==> src/rtl/dapr_pkg.sv <==
// package: constants and carrier types for the dual converter readout
package dapr_pkg;
  localparam int unsigned RES_W          = 12;
  localparam int unsigned CLK_PER_SAMPLE = 16;
  localparam int unsigned CONV_TICKS     = 14;
  localparam int unsigned TICK_W         = 5;
  localparam int unsigned SYS_PERIOD_NS  = 50;
  localparam int unsigned START_MIN_NS   = 15;
  localparam int unsigned START_MIN_CYC  = ((START_MIN_NS + SYS_PERIOD_NS - 1) / SYS_PERIOD_NS) < 1 ? 1 :
                                           ((START_MIN_NS + SYS_PERIOD_NS - 1) / SYS_PERIOD_NS);

  typedef logic [RES_W-1:0] dapr_word_t;

  typedef enum logic [1:0] {
    DAPR_IDLE,
    DAPR_CONV
  } dapr_state_t;

  typedef struct packed {
    logic conversion_start_strobe_n;
    logic channel_select;
    logic conv_clk;
    logic cs_n;
    logic rd_n;
  } dapr_ctrl_t;

  typedef struct packed {
    dapr_word_t a_in0;
    dapr_word_t a_in1;
    dapr_word_t b_in0;
    dapr_word_t b_in1;
  } dapr_samples_t;

  typedef struct packed {
    dapr_state_t   state;
    logic [TICK_W-1:0] ticks;
    logic          pair_sel;
    dapr_word_t    hold_a;
    dapr_word_t    hold_b;
    dapr_samples_t results;
    logic          conv_n_d;
    logic          clk_d;
    logic          rd_n_d;
    logic          read_b_next;
    logic          busy;
    dapr_word_t    data;
    logic          data_oe;
  } dapr_st_t;

  localparam logic [TICK_W-1:0] TICKS_ZERO = 5'h00;
  localparam logic [TICK_W-1:0] TICKS_DONE = 5'(CONV_TICKS);
  localparam dapr_word_t        WORD_ZERO  = 12'h000;
endpackage

==> src/rtl/dapr_top.sv <==
// module: control and parallel readout of a dual simultaneous-sampling converter
`timescale 1ns/1ns

module dapr_top
  import dapr_pkg::*;
(
  input  wire logic                   sys_clk_in,
  input  wire logic                   srst_in,
  input  wire dapr_pkg::dapr_ctrl_t   ctrl_in,
  input  wire dapr_pkg::dapr_samples_t analog_in,
  output logic                        busy_out,
  output dapr_pkg::dapr_word_t        data_out,
  output logic                        data_oe_out
);
  import dapr_pkg::*;

  // ----------------------------------------------------------------
  // state
  // ----------------------------------------------------------------
  dapr_st_t st;
  dapr_st_t next_st;

  // one step of the conversion counter
  localparam logic [TICK_W-1:0] TICK_ONE = 5'h01;

  // reset image: idle, start and read strobes seen high, conversion clock seen low, results cleared
  localparam dapr_st_t ST_RESET = '{
    state:       DAPR_IDLE,
    ticks:       TICKS_ZERO,
    pair_sel:    1'b0,
    hold_a:      WORD_ZERO,
    hold_b:      WORD_ZERO,
    results:     '{
      a_in0: WORD_ZERO,
      a_in1: WORD_ZERO,
      b_in0: WORD_ZERO,
      b_in1: WORD_ZERO
    },
    conv_n_d:    1'b1,
    clk_d:       1'b0,
    rd_n_d:      1'b1,
    read_b_next: 1'b0,
    busy:        1'b0,
    data:        WORD_ZERO,
    data_oe:     1'b0
  };

  // ----------------------------------------------------------------
  // word chosen by converter (A or B) and input select
  // ----------------------------------------------------------------
  function automatic dapr_word_t pick_word(input dapr_samples_t words,
                                           input logic          second,
                                           input logic          sel);
    dapr_word_t word;
    word = WORD_ZERO;
    case ({second, sel})
      2'b00: begin
        word = words.a_in0;
      end
      2'b01: begin
        word = words.a_in1;
      end
      2'b10: begin
        word = words.b_in0;
      end
      2'b11: begin
        word = words.b_in1;
      end
      default: begin
        word = WORD_ZERO;
      end
    endcase
    return word;
  endfunction

  // ----------------------------------------------------------------
  // strobe decode
  // ----------------------------------------------------------------
  logic              start_low;
  logic              start_fall;
  logic              start_taken;
  logic              clk_high;
  logic              clk_rise;
  logic              clk_step;
  logic              rd_active;
  logic              rd_fall;
  logic              conv_active;
  logic              conv_last;
  logic              store_now;
  logic [TICK_W-1:0] ticks_inc;

  assign start_low   = !ctrl_in.conversion_start_strobe_n;
  assign start_fall  = st.conv_n_d && start_low;
  assign conv_active = (st.state == DAPR_CONV);
  assign start_taken = start_fall && !conv_active;
  assign clk_high    = ctrl_in.conv_clk;
  assign clk_rise    = !st.clk_d && clk_high;
  assign clk_step    = conv_active && clk_rise;
  assign ticks_inc   = st.ticks + TICK_ONE;
  assign conv_last   = (ticks_inc == TICKS_DONE);
  assign store_now   = clk_step && conv_last;
  assign rd_active   = !ctrl_in.cs_n && !ctrl_in.rd_n;
  assign rd_fall     = st.rd_n_d && rd_active;

  // ----------------------------------------------------------------
  // sample selection
  // ----------------------------------------------------------------
  dapr_word_t pick_a;
  dapr_word_t pick_b;
  dapr_word_t read_word;

  assign pick_a    = pick_word(analog_in, 1'b0, ctrl_in.channel_select);
  assign pick_b    = pick_word(analog_in, 1'b1, ctrl_in.channel_select);
  assign read_word = pick_word(st.results, st.read_b_next, ctrl_in.channel_select);

  // ----------------------------------------------------------------
  // next state
  // ----------------------------------------------------------------
  always_comb begin
    next_st = st;

    // ----------------------------------------------------------------
    // edge history, refreshed every cycle
    // ----------------------------------------------------------------
    next_st.conv_n_d = ctrl_in.conversion_start_strobe_n;
    next_st.clk_d    = clk_high;
    next_st.rd_n_d   = !rd_active;

    // ----------------------------------------------------------------
    // conversion control
    // ----------------------------------------------------------------
    case (st.state)
      DAPR_IDLE: begin
        next_st.busy = 1'b0;
        if (start_taken) begin
          next_st.pair_sel = ctrl_in.channel_select;
          next_st.hold_a   = pick_a;
          next_st.hold_b   = pick_b;
          next_st.ticks    = TICKS_ZERO;
          next_st.state    = DAPR_CONV;
          next_st.busy     = 1'b1;
        end
      end
      DAPR_CONV: begin
        next_st.busy = 1'b1;
        if (clk_step) begin
          next_st.ticks = ticks_inc;
          if (conv_last) begin
            next_st.state       = DAPR_IDLE;
            next_st.busy        = 1'b0;
            next_st.read_b_next = 1'b0;
          end
        end
      end
      default: begin
        next_st.state = DAPR_IDLE;
        next_st.busy  = 1'b0;
        next_st.ticks = TICKS_ZERO;
      end
    endcase

    // ----------------------------------------------------------------
    // result store at the end of a conversion
    // ----------------------------------------------------------------
    if (store_now) begin
      case (st.pair_sel)
        1'b0: begin
          next_st.results.a_in0 = st.hold_a;
          next_st.results.b_in0 = st.hold_b;
        end
        1'b1: begin
          next_st.results.a_in1 = st.hold_a;
          next_st.results.b_in1 = st.hold_b;
        end
        default: begin
          next_st.results = st.results;
        end
      endcase
    end

    // ----------------------------------------------------------------
    // readout: falls alternate A then B, select picks input
    // ----------------------------------------------------------------
    if (rd_fall) begin
      next_st.data        = read_word;
      next_st.read_b_next = !st.read_b_next;
    end
    next_st.data_oe = rd_active;
  end

  // ----------------------------------------------------------------
  // registers
  // ----------------------------------------------------------------
  always_ff @(posedge sys_clk_in) begin
    if (srst_in) begin
      st <= ST_RESET;
    end else begin
      st <= next_st;
    end
  end

  // ----------------------------------------------------------------
  // outputs: bus bit 11 is the msb, bit 0 the lsb
  // ----------------------------------------------------------------
  dapr_word_t bus_bits;

  for (genvar bit_idx = 0; bit_idx < RES_W; bit_idx++) begin : g_bus_bit
    assign bus_bits[bit_idx] = st.data[bit_idx];
  end

  assign busy_out    = st.busy;
  assign data_out    = bus_bits;
  assign data_oe_out = st.data_oe;
endmodule

==> config.mk <==
export PLATFORM = sky130hd
export DESIGN_NAME = dapr_top
export DESIGN_NICKNAME = d
export VERILOG_FILES = /design/src/rtl/dapr_pkg.sv /design/src/rtl/dapr_top.sv
export SDC_FILE = /design/constraint.sdc
export NUM_CORES = 1
export LEC_CHECK = 0
export BUFFER_PORTS_ARGS = -buffer_cell sky130_fd_sc_hd__buf_2
export CORE_MARGIN = 2
export CORE_UTILIZATION = 52
export CTS_CLUSTER_SIZE = 20
export DETAILED_ROUTE_END_ITERATION = 10
export GPL_TIMING_DRIVEN = 1
export PLACE_DENSITY_LB_ADDON = 0.1
export REMOVE_ABC_BUFFERS = 1
export SLEW_MARGIN = 20
export SYNTH_ARGS = -nofsm -noshare
export SYNTH_HDL_FRONTEND = slang
export SYNTH_SLANG_ARGS = --single-unit
==> constraint.sdc <==
create_clock -name sys_clk_in -period 5.33 [get_ports sys_clk_in]
set_clock_uncertainty 0.15 [all_clocks]
set_input_delay 0.533 -clock sys_clk_in [delete_from_list [all_inputs] [get_ports sys_clk_in]]
set_output_delay 0.533 -clock sys_clk_in [all_outputs]
set_load 0.01 [all_outputs]
# Word level (Yosys, flattened, before mapping)
# Index checks and enable logic that the tools add are counted.
dict set report classes {
  add_sub_neg 1
  mux 13
  n_eq_ne 8
  n_reduce_logical 25
  bitwise_logic 2
}
# cell n
set ops {}
lappend ops {{$pmux W12 S2} 2}
lappend ops {{$pmux W12 S4} 1}
lappend ops {{$mux W32} 1}
lappend ops {{$pmux W7 S2} 1}
lappend ops {{$reduce_and A2 Y1} 4}
lappend ops {{$logic_and A1 B1 Y1} 7}
lappend ops {{$logic_not A1 Y1} 7}
lappend ops {{$mux W7} 1}
lappend ops {{$mux W2} 3}
lappend ops {{$reduce_and A3 Y1} 2}
lappend ops {{$reduce_bool A2 Y1} 3}
lappend ops {{$add A5 B1 Y5 const B} 1}
lappend ops {{$eq A5 B4 Y1 const B} 1}
lappend ops {{$eq A2 B1 Y1 const B} 2}
lappend ops {{$eq A2 B2 Y1 const B} 2}
lappend ops {{$logic_not A2 Y1} 2}
lappend ops {{$ne A2 B2 Y1 const B} 2}
lappend ops {{$mux W1} 3}
lappend ops {{$ne A2 B1 Y1 const B} 1}
lappend ops {{$not A1 Y1} 2}
lappend ops {{$pmux W1 S2} 1}
dict set report word_totals {
  regBits 98
  out_inout_bits 14
  inputBits 55
}

# Logic depth before layout (Yosys ltp)
# Gate-level depths: netlist of run 1.
dict set report logic_depth {
  ltp_word 6
  ltp_mapped 7
  mapped_depth_nobuf 5
}

# Least setup slack after synthesis of run 1
# OpenSTA, ideal clock, no wires.
dict set report synth_timing {
  kind {reg-to-reg}
  startpoint {register st[91] (netlist name)}
  endpoint {register st[30] (netlist name)}
  arrival_time_ns 1.733
  n_path_buf 1
  t_required_ns 5.108
  stages_incl_launch_ff 7
  synth_period_minus_slack_ns 1.954
  setup_ns 0.072
  slack_ns 3.376
  cell_sequence {dfxtp_1 -> ha_1 -> xor2_1 -> nand3b_2 -> nor4_4 -> buf_6 -> mux2i_1}
}
dict set report synth_via {
  elab_chain_len 4
}
# item line_no
set synth_lines {}
lappend synth_lines {{start, declared} dapr_top.sv:20} ;# dapr_st_t st;
lappend synth_lines {{start signal, assigned} dapr_top.sv:198} ;# st <= next_st;
lappend synth_lines {{$add A5 B1 Y5} dapr_top.sv:99} ;# assign ticks_inc = st.ticks + TICK_ONE;
lappend synth_lines {{$eq A5 B4 Y1} dapr_top.sv:100} ;# assign conv_last = (ticks_inc == TICKS_DONE);
lappend synth_lines {{$logic_and A1 B1 Y1} dapr_top.sv:101} ;# assign store_now = clk_step && conv_last;
lappend synth_lines {{$reduce_and A2 Y1 (no source line)} -}
# No other way between the ends.
# A chain may end at the register's enable or synchronous reset.

# Worst setup path in the final report of run 1
dict set report layout_timing {
  startpoint {register st[91] (netlist name)}
  endpoint {register st[40] (netlist name)}
}
# The elaborated chain is that of the path after synthesis.

==> run metrics, run 1 <==
status=complete, no violations; crit start category=register; Yosys top cell by area=dfxtp_1; ANT nets after route=0; FF-to-FF setup slack=3.19 ns; critical path's top delay family=buffers and inverters; residual DRC count=0; # IOs=69; Pint=0.00108 W; crit end category=register; PostCTS Resize Cnt=0; Vias=2,955; Worst Hold Class=input port to register; largest net degree at the start of global routing=68; synthesized area=4360 µm²; met2 Usage GRT=0.329; share of layout cells above drive strength 1=0.220; Peak VDD IR=~0.14 mV; Crit path largest cell delay=approximately 0.44 ns; CP max FO=24; root buffer cell=clkbuf_8; Die X=95.6 µm; setup bufs post-CTS=0; Via density=5.11; Gate power share=0.082; number of flops mapped to enable cells by yosys=0; drt pass-1 iters=4; CP Class=register to register; Area growth, synth to finish=10.7%; cells along the critical path=ha_1 > xor2_1 > nand3b_2 > nor4_4 > buf_4 > mux2i_1; setup TNS=0 ns; pins over their slew limit=0; pwr dens=288 nW/µm²; clock-pin slew on the worst setup and hold paths=0.09 ns; Worst-Margin Slew=between 0.9 and 1 ns; maximum root-to-sink buffer count=2; Routed WL per cell=13.8 µm; NumNets Final=525; Pleak=1.99 nW; Tcrit/Tclk final=0.401; M3 GR Usage=0.0356; post-synthesis sequential area ratio=0.445; count of state elements after synthesis=97; CP bufs+invs=1; fillers=752; core area=a little over 8000 µm²; f_max=468 MHz; total area of sequential cells=1940 µm²; Sw Ratio=0.226; CP Data Arrival Time=2.25 ns; Initial DRC Count=98; GRT Total Usage=0.188; later-pin clock latency in the skew report=0.34 ns; number of global-route vias before repair=2,869; most used routing layer=met2; CTS buffer count=9; Placed Area=between 4000 and 5000 µm²; global route overflow=0; top cells by area, synth=dfxtp_1 (44%), mux2i_1 (17%), nand2b_1 (10%); met1 Use GR=0.233; number of clock sinks=97; final worst slack=3.19 ns; Post-Route WL=about 8000 µm; post-cts hold buffer count=0; Die H=95.6 µm; Req. time, crit path=5.45 ns; hold slack final=0.227 ns; post-route cell area=around 4800 µm²; RSZ-0062 raised after global routing=false; Crit-path slowest cell=buf_4; Yosys cell types=31; Clock power frac=0.372; fraction of registers with async set/reset=0; count leader, synth=dfxtp_1; initial antenna violation count=0; Post-synth top cells=dfxtp_1 (97), mux2i_1 (73), nand2b_1 (73), nor2_1 (36), nand2_1 (26); Place WS=2.92 ns; IO buf count=68; Ant. Diodes=0; CTS tree=yes; Slew HR=0.367; sw power=0.000315 W; Ys Warns=0; H-tree depth=3; Die ar.=about 9000 µm²; first-pass GRT wire length=13,200 µm; Final Hold Vio Count=0; std cell rows=33; Starting Density=0.534; GPL Wtd Cong=about 0.70; footprint of the multi-input gates=2150 µm²; max_cap viols=0; ys flop type=dfxtp_1; fin crit period=2.14 ns; Final HPWL DP=5100 µm; setup violators final=0; top cell type's share of synthesized area=0.445; sequential power share=0.546; Avg Inst Size Synth=10.2 µm²; synthesized instance count=427
[final timing paths]
kind | start | to | cells after the start
max | st[91]$_SDFFE_PP0P_ | st[40]$_SDFFE_PP0P_ | 6
min reg2reg | data_out[10]$_SDFFE_PP0P_ | data_out[10]$_SDFFE_PP0P_ | 2
max reg2reg | st[91]$_SDFFE_PP0P_ | st[40]$_SDFFE_PP0P_ | 6
min | ctrl_in[1] | data_oe_out$_SDFF_PP0_ | 2
[cell families (layout without fill, tap and decap cells)]
logic type / after synthesis / count (layout) / synth area share
AO/OA/AOI/OAI: 45 / 45 / 0.0677
XOR/XNOR: 2 / 2 / 0.00401
adder cells (fa/ha/maj): 2 / 2 / 0.00573
buffers and inverters: 45 / 91 / 0.0631
flip-flops: 97 / 97 / 0.445
multiplexers: 85 / 85 / 0.229
AND/OR/NAND/NOR: 151 / 151 / 0.185
[registers in the layout, indices dropped and copies added (netlist names)]
register / flops
busy_out: 1
data_out: 12
data_oe_out: 1
st: 83
[cells in the final DEF, fill, tap and decap left out, drive strengths merged, types with 2 or more instances in the layout]
master	netlist	layout
dfxtp	97	97
nand2b	73	73
mux2i	73	73
buf	23	73
nor2	36	36
nand2	26	26
a211oi	25	25
a21oi	17	17
mux4	12	12
clkbuf	20	11
nor3	4	4
nand3b	3	3
clkinv	0	3
inv	2	2
nand3	2	2
xor2	2	2
ha	2	2
bufinv	0	2
[metal layers]
layer  up-vias  routed length [µm]
li1       1540                   -
met1      1374                3720
met2        37                3930
met3         4                 245
met4         0                  58
met5         -                   0
[power by group through the flow]
stage	Clock (W)	Sequential [W]	Combinational, W
after CTS	0.000533	0.000759	0.000116
after detailed placement	0	0.000776	0.000116
final	0.000518	0.000759	0.000114
after global routing	0.000565	0.000762	0.000128
after floorplan	0	0.000772	0.0000664
after global placement	0	0.000776	0.000114
[area by class of cell]
class / instances / area share
clock inverters: 5 / 0.0163
clock buffers: 11 / 0.0293
well taps: 105 / 0.0272
multi-input cells: 285 / 0.445
inverters: 2 / 0.00155
flip-flops and latches: 97 / 0.402
repair buffers: 73 / 0.0782
[metrics by stage]
| step | total power, W | std cells | utilization |
|---|---|---|---|
| 4_1_cts | 0.00141 | 578 | 0.591 |
| 3_3_place_gp | 0.000890 | 562 | 0.564 |
| 2_1_floorplan | 0.000839 | 384 | - |
| 5_1_grt | 0.00146 | 578 | 0.591 |
| 3_5_place_dp | 0.000892 | 562 | 0.564 |
| 6_report | 0.00139 | 578 | 0.591 |
Note: power is estimated with default switching activity, not from simulation.
==> run 2: changes to the inputs <==
--- a/config.mk
+++ b/config.mk
@@ -7,7 +7,7 @@
 export LEC_CHECK = 0
 export BUFFER_PORTS_ARGS = -buffer_cell sky130_fd_sc_hd__buf_2
 export CORE_MARGIN = 2
-export CORE_UTILIZATION = 52
+export CORE_UTILIZATION = 51
 export CTS_CLUSTER_SIZE = 20
 export DETAILED_ROUTE_END_ITERATION = 10
 export GPL_TIMING_DRIVEN = 1
==> constraint.sdc (replaced) <==
create_clock -name sys_clk_in -period 1.73 [get_ports sys_clk_in]
set_clock_uncertainty 0.15 [all_clocks]
set_input_delay 0.173 -clock sys_clk_in [delete_from_list [all_inputs] [get_ports sys_clk_in]]
set_output_delay 0.173 -clock sys_clk_in [all_outputs]
set_load 0.01 [all_outputs]
==> run 2 against run 1 <==
The run now ends with hold timing, setup timing left. Routed wire length increased by 18%. Via count increased by 11%. Power increased to 3.1 times the previous value. Sequential power increased to 3.1 times the previous value. Count of clock-buffer cells in the layout unchanged. Sequential share of layout area decreased by 4.9 points. Critical endpoint is now st[33]$_SDFFE_PP0P_. Largest cell class unchanged. Largest power group unchanged.
==> run metrics, run 2 (same netlist as run 1, synthesis figures left out) <==
status=finished with violations (was complete, no violations); failing checks=hold timing, setup timing; most frequent cells in the layout=dfxtp_1 (94), nand2b_1 (73), mux2i_1 (71) (was dfxtp_1 (97), nand2b_1 (73), mux2i_1 (73)); std cell rows=33 (unchanged); CTS tree=yes (unchanged); ANT nets after route=0 (unchanged); NumNets Final=579 (was 525); CP most frequent cell=buf_6; Post-Route WL=9410 µm (was 7960 µm); drt pass-1 iters=4 (unchanged); Placed Area=4810 µm² (was 4610 µm²); pwr dens=777 nW/µm² (was 288 nW/µm²); CP Class=register to register (unchanged); CTS buffer count=9 (unchanged); fillers=682 (was 752); max_cap viols=0 (unchanged); number of global-route vias before repair=3,171 (was 2,869); H-tree depth=3 (unchanged); initial antenna violation count=0 (unchanged); crit end category=register (unchanged); Crit-path slowest cell=dfxtp_4 (was buf_4); most common cell after layout, fill and taps aside=dfxtp_1 (unchanged); cells along the critical path=buf_6 > nand3_4 > xor2_2 > buf_4 > nor4_4 > buf_6 > buf_8 > mux2i_2 (was ha_1 > xor2_1 > nand3b_2 > nor4_4 > buf_4 > mux2i_1); global route overflow=0 (unchanged); largest net degree at the start of global routing=78 (was 68); core area=8260 µm² (was 8180 µm²); CP Data Arrival Time=2.02 ns (was 2.25 ns); RSZ-0062 raised after global routing=true (was false); post-route cell area=5530 µm² (was 4830 µm²); pins over their slew limit=0 (unchanged); Worst Hold Class=input port to register (unchanged); f_max=532 MHz (was 468 MHz); root buffer cell=clkbuf_8 (unchanged); Die ar.=9310 µm² (was 9140 µm²); post-layout util=0.669 (was 0.591); hold slack final=-0.000918 ns (was 0.227 ns); crit start category=register (unchanged); Final HPWL DP=5800 µm (was 5100 µm); IO buf count=68 (unchanged); number of clock sinks=97 (unchanged); Worst-Margin Slew=0.305 ns (was 0.949 ns); Biggest register=st (unchanged); Die H=96.5 µm (was 95.6 µm); Routed WL per cell=14.9 µm (was 13.8 µm); residual DRC count=0 (unchanged); Tcrit/Tclk final=1.09 (was 0.401); fin crit period=1.88 ns (was 2.14 ns); Ant. Diodes=0 (unchanged); Initial DRC Count=133 (was 98); max FFs per register=83 (unchanged); Via density=5.17 (was 5.11); share of layout cells above drive strength 1=0.266 (was 0.220); Peak VDD IR=0.369 mV (was 0.145 mV); maximum root-to-sink buffer count=2 (unchanged); GRT Total Usage=0.209 (was 0.188); Crit path largest cell delay=0.37 ns (was 0.44 ns); Place WS=-0.160 ns (was 2.92 ns); clock-pin slew on the worst setup and hold paths=0.10 ns (was 0.09 ns); later-pin clock latency in the skew report=0.37 ns (was 0.34 ns); Area growth, synth to finish=26.6% (was 10.7%); GPL Wtd Cong=0.792 (was 0.696); Pleak=2.30 nW (was 1.99 nW); # IOs=69 (unchanged); Final Hold Vio Count=2 (was 0); final worst slack=-0.151 ns (was 3.19 ns); Vias=3,266 (was 2,955); setup violators final=48 (was 0); CP max FO=6 (was 24); first-pass GRT wire length=14,800 µm (was 13,200 µm); Starting Density=0.528 (was 0.534); Die X=96.5 µm (was 95.6 µm); Slew HR=0.796 (was 0.367); Req. time, crit path=1.87 ns (was 5.45 ns)
==> run 2: cell count changes in the layout (fill, tap and decap cells not counted), moves of 3 or more <==
cell	before	now
buf_12	0	6
buf_4	5	14
buf_6	0	6
dfxtp_1	97	94
dlygate4sd3_1	0	30
==> run 2: stage by stage <==
step           total power [W]  hold slack [ns]  setup TNS (ns)  instances
6_report               0.00429        -0.000918           -5.36        632
2_1_floorplan          0.00258           0.0921          -98.95        384
4_1_cts                0.00431          0.00108           -3.39        628
3_3_place_gp           0.00278            0.217           -4.43        579
3_5_place_dp           0.00279            0.227           -6.37        579
5_1_grt                0.00447        -0.000966           -9.63        632
==> run 2: worst paths after layout <==
check             depth (start not counted)                      from                        to  slack, ns
hold reg to reg                           2  data_out[0]$_SDFFE_PP0P_  data_out[0]$_SDFFE_PP0P_       0.31
setup reg to reg                          8       st[92]$_SDFFE_PP0P_       st[33]$_SDFFE_PP0P_      -0.15
hold / removal                            3             analog_in[44]       st[86]$_SDFFE_PP0P_    -0.0009
setup / recovery                          8       st[92]$_SDFFE_PP0P_       st[33]$_SDFFE_PP0P_      -0.15
==> run 2: what timing repair did <==
item / in CTS / in global routing
setup endpoints to repair: 49 / 56
cloned: 1 / 2
hold buffers: 30 / 0
hold endpoints to repair: 20 / 0
gates resized for setup: 16 / 12
pin swaps: 3 / 5
setup buffers: 2 / 2
==> run 2: per-layer routing <==
layer | GRT usage | share of wire
met1 | 0.259 | 0.46
met2 | 0.369 | 0.50
met3 | 0.0279 | 0.030
met4 | 0.0833 | 0.015
met5 | 0 | 0
==> run 2: area by class of cell <==
class                           count  area (µm²)  area share
Multi-Input combinational cell    285        2240       0.405
Sequential cell                    97        1950       0.353
Timing Repair Buffer              127        1000       0.181
Clock buffer                       11         141      0.0256
Tap cell                          105         131      0.0238
Clock inverter                      5        55.1     0.00996
Inverter                            2        7.51     0.00136
==> run 2: critical path: cells and delay by family (launching register included) <==
kind,cells,cell delay (ns)
and+or+nand+nor,2,0.33
buffers and inverters,4,0.57
muxes,1,0.21
xor gates and xnor gates,1,0.16
DFF,1,0.37
==> run 2: power by group <==
group | leakage, nW | switching, W | internal (W)
clock | 0.0953 | 0.000780 | 0.000704
combinational | 1.41 | 0.000227 | 0.000255
sequential | 0.790 | 0.0000338 | 0.00229
total | 2.30 | 0.00104 | 0.00325
==> run 3: changes to the inputs <==
--- a/config.mk
+++ b/config.mk
@@ -5,14 +5,16 @@
 export SDC_FILE = /design/constraint.sdc
 export NUM_CORES = 1
 export LEC_CHECK = 0
+export ABC_AREA = 1
 export BUFFER_PORTS_ARGS = -buffer_cell sky130_fd_sc_hd__buf_2
 export CORE_MARGIN = 2
-export CORE_UTILIZATION = 51
+export CORE_UTILIZATION = 30
 export CTS_CLUSTER_SIZE = 20
 export DETAILED_ROUTE_END_ITERATION = 10
 export GPL_TIMING_DRIVEN = 1
 export PLACE_DENSITY_LB_ADDON = 0.1
 export REMOVE_ABC_BUFFERS = 1
+export SETUP_SLACK_MARGIN = 0.4
 export SLEW_MARGIN = 20
 export SYNTH_ARGS = -nofsm -noshare
 export SYNTH_HDL_FRONTEND = slang
==> run 3 against run 2 <==
The flow finishes with violations (setup timing). Final area rose by 26%. Register-to-register slack gained 0.08 ns. Core utilization is 21 points lower. Sequential share of layout area fell by 7.3 points. Count of clock-buffer cells in the layout grew 3. Fmax rose by 4.3%. Power increased by 25%. Combinational power increased by 60%. First-iteration DRC count rose by 93%. Die area grew 77%. Critical path type unchanged. Largest cell class unchanged. Largest power group unchanged. Highest routed layer unchanged.
==> run metrics, run 3 <==
Final Hold Vio Count=0 (was 2); CP max FO=7 (was 6); NumNets Final=894 (was 579); count of state elements after synthesis=97 (unchanged); cell count after placement=936 (was 579); post-layout util=0.459 (was 0.669); top cells by area, synth=dfxtp_1 (42%), nand2_1 (14%), inv_1 (11%) (was dfxtp_1 (44%), mux2i_1 (17%), nand2b_1 (10%)); Vias=4,816 (was 3,266); std cell rows=45 (was 33); root buffer cell=clkbuf_16 (was clkbuf_8); Initial DRC Count=257 (was 133); clock-pin slew on the worst setup and hold paths=0.07 ns (was 0.10 ns); residual DRC count=0 (unchanged); Gate power share=0.144 (was 0.112); fraction of registers with async set/reset=0 (unchanged); first-pass GRT wire length=23,000 µm (was 14,800 µm); Crit path largest cell delay=0.34 ns (was 0.37 ns); Avg Inst Size Synth=6.60 µm² (was 10.2 µm²); RSZ-0062 raised after global routing=true (unchanged); critical path's top delay family=simple AND/OR/NAND/NOR gates (was buffers and inverters); Sw Ratio=0.252 (was 0.243); pins over their slew limit=0 (unchanged); Starting Density=0.306 (was 0.528); Die ar.=16,500 µm² (was 9310 µm²); Yosys cell types=23 (was 31); fin crit period=1.80 ns (was 1.88 ns); max layer used=met4 (unchanged); status=finished with violations (unchanged); Via density=4.68 (was 5.17); Post-Route WL=15,300 µm (was 9410 µm); CP Class=register to register (unchanged); footprint of the multi-input gates=2270 µm² (was 2240 µm²); sw power=0.00135 W (was 0.00104 W); xor and xnor area share after synthesis=0 (was 0.00401); ANT nets after route=0 (unchanged); DR WL met3=566 µm (was 286 µm); f_max=555 MHz (was 532 MHz); Synth Area in Adders=0.00538 (was 0.00573); largest family of logic cells by synthesized area=simple AND/OR/NAND/NOR gates (was multiplexers); ys flop type=dfxtp_1 (unchanged); synthesized area=4650 µm² (was 4360 µm²); GPL Wtd Cong=0.778 (was 0.792); setup violators final=48 (unchanged); initial antenna violation count=0 (unchanged); Tcrit/Tclk final=1.04 (was 1.09); later-pin clock latency in the skew report=0.35 ns (was 0.37 ns); CTS buffer count=9 (unchanged); post-synthesis sequential area ratio=0.417 (was 0.445); Die H=129 µm (was 96.5 µm); largest net degree at the start of global routing=83 (was 78); Worst-Margin Slew=0.389 ns (was 0.305 ns); H-tree depth=3 (unchanged); Final Power=0.00537 W (was 0.00429 W); Post-Synth Simple-Gate Area=0.279 (was 0.185); global route overflow=0 (unchanged); cells along the critical path=buf_6 > buf_6 > nand4_1 > nand2_2 > nor2_4 > buf_6 > nand3_4 > clkbuf_16 > nand2_2 > inv_2 > nor2_1 (was buf_6 > nand3_4 > xor2_2 > buf_4 > nor4_4 > buf_6 > buf_8 > mux2i_2); number of clock sinks=97 (unchanged); number of global-route vias before repair=4,513 (was 3,171); drt pass-1 iters=4 (unchanged); final worst slack=-0.0728 ns (was -0.151 ns); Synth Area in Compound Gates=0.125 (was 0.0677); CP bufs+invs=5 (was 4); Crit-path slowest cell=dfxtp_2 (was dfxtp_4); fillers=1,542 (was 682); CP most frequent cell=buf_6 (unchanged); Ant. Diodes=0 (unchanged); Ys Warns=0 (unchanged); total area of sequential cells=1960 µm² (was 1950 µm²); count leader, synth=nand2_1 (was dfxtp_1); Slew HR=0.741 (was 0.796); met2 WL post-DR=7180 µm (was 4660 µm); pwr dens=770 nW/µm² (was 777 nW/µm²); Peak VDD IR=0.471 mV (was 0.369 mV); core area=15,200 µm² (was 8260 µm²); share of layout cells above drive strength 1=0.276 (was 0.266); # IOs=69 (unchanged); max FFs per register=83 (unchanged); crit start category=register (unchanged); synthesized instance count=705 (was 427); Biggest register=st (unchanged); Pleak=3.06 nW (was 2.30 nW); number of flops mapped to enable cells by yosys=0 (unchanged); IO buf count=68 (unchanged); Req. time, crit path=1.87 ns (about the same); Routed WL per cell=14.9 µm (about the same); Post-synth top cells=nand2_1 (172), inv_1 (133), dfxtp_1 (97), nor2_1 (62), nand4_1 (50) (was dfxtp_1 (97), mux2i_1 (73), nand2b_1 (73), nor2_1 (36), nand2_1 (26)); max_cap viols=0 (unchanged); most frequent cells in the layout=nand2_1 (137), inv_1 (124), dfxtp_1 (92) (was dfxtp_1 (94), nand2b_1 (73), mux2i_1 (71)); Clock power frac=0.418 (was 0.346); Final HPWL DP=8490 µm (was 5800 µm); CP Data Arrival Time=1.95 ns (was 2.02 ns); maximum root-to-sink buffer count=2 (unchanged); non-filler instance count after layout=1,030 (was 632); sequential power share=0.438 (was 0.542); Pint=0.00402 W (was 0.00325 W); Worst Hold Class=input port to register (unchanged); failing checks=setup timing (was hold timing, setup timing); Area growth, synth to finish=50.0% (was 26.6%); M1 WL=7310 µm (was 4320 µm); Die X=129 µm (was 96.5 µm); mux cell area share after synthesis=0 (was 0.229); Yosys top cell by area=dfxtp_1 (unchanged); crit end category=register (unchanged); GRT Total Usage=0.180 (was 0.209); CTS tree=yes (unchanged); most common cell after layout, fill and taps aside=nand2_1 (was dfxtp_1); top cell type's share of synthesized area=0.417 (was 0.445)
[run 3: final cells by class]
cell class | count | area share
Timing Repair Buffer | 175 | 0.233
Multi-Input combinational cell | 409 | 0.326
Tap cell | 188 | 0.0337
Timing Repair inverter | 1 | 0.000897
Clock inverter | 2 | 0.00861
Sequential cell | 97 | 0.280
Inverter | 144 | 0.0803
Clock buffer | 14 | 0.0378
[run 3: cells by family (layout without fill, tap and decap cells)]
kind of cell,after synthesis,count (layout)
adders and majority gates,2,2
buffers and inverters,199,336
DFF,97,97
AOI/OAI and AO/OA,107,107
and+or+nand+nor,300,300
[run 3: final timing paths]
check	from	end	slack, ns	cells after the start
setup / recovery	st[91]$_SDFFE_PP0P_	st[31]$_SDFFE_PP0P_	-0.07	11
hold / removal	ctrl_in[4]	st[90]$_SDFFE_PP0P_	0.08	4
setup reg to reg	st[91]$_SDFFE_PP0P_	st[31]$_SDFFE_PP0P_	-0.07	11
hold reg to reg	st[95]$_SDFFE_PP0P_	st[95]$_SDFFE_PP0P_	0.36	2
[run 3: stage by stage]
step	worst slack (ns)	hold WS, ns	TNS (ns)	instance area, µm²
after floorplan	-1.21	0.0921	-53.38	4390
after global placement	-0.0841	0.229	-2.12	5280
after detailed placement	-0.121	0.232	-4.71	5280
after CTS	0.00759	0.0560	0	6500
after global routing	-0.146	0.0840	-5.33	6980
final	-0.0728	0.0789	-1.78	6980
[run 3: metal layers]
layer	up-vias	track usage
met4	0	0.0691
met3	23	0.0249
met1	2236	0.236
met2	97	0.302
li1	2460	-
met5	-	0
[run 3: timing repair]
action | CTS | global route
hold buffers | 51 | 0
hold endpoints to repair | 27 | 0
gates cloned | 4 | 6
setup endpoints to repair | 84 | 73
pin swaps | 13 | 21
resized for setup | 50 | 87
buffers inserted | 12 | 5
[run 3: tightest hold or removal path: cells and delay by family]
kind,cells,cell delay [ns]
compound gates,1,0.09
simple gates,2,0.16
buf+inv,1,0.11
[run 3: power groups by stage]
stage / Combinational [W] / Sequential (W) / Clock, W
3_3_place_gp: 0.000513 / 0.00240 / 0
6_report: 0.000773 / 0.00236 / 0.00225
5_1_grt: 0.000847 / 0.00236 / 0.00236
2_1_floorplan: 0.000240 / 0.00241 / 0
3_5_place_dp: 0.000521 / 0.00240 / 0
4_1_cts: 0.000697 / 0.00236 / 0.00228
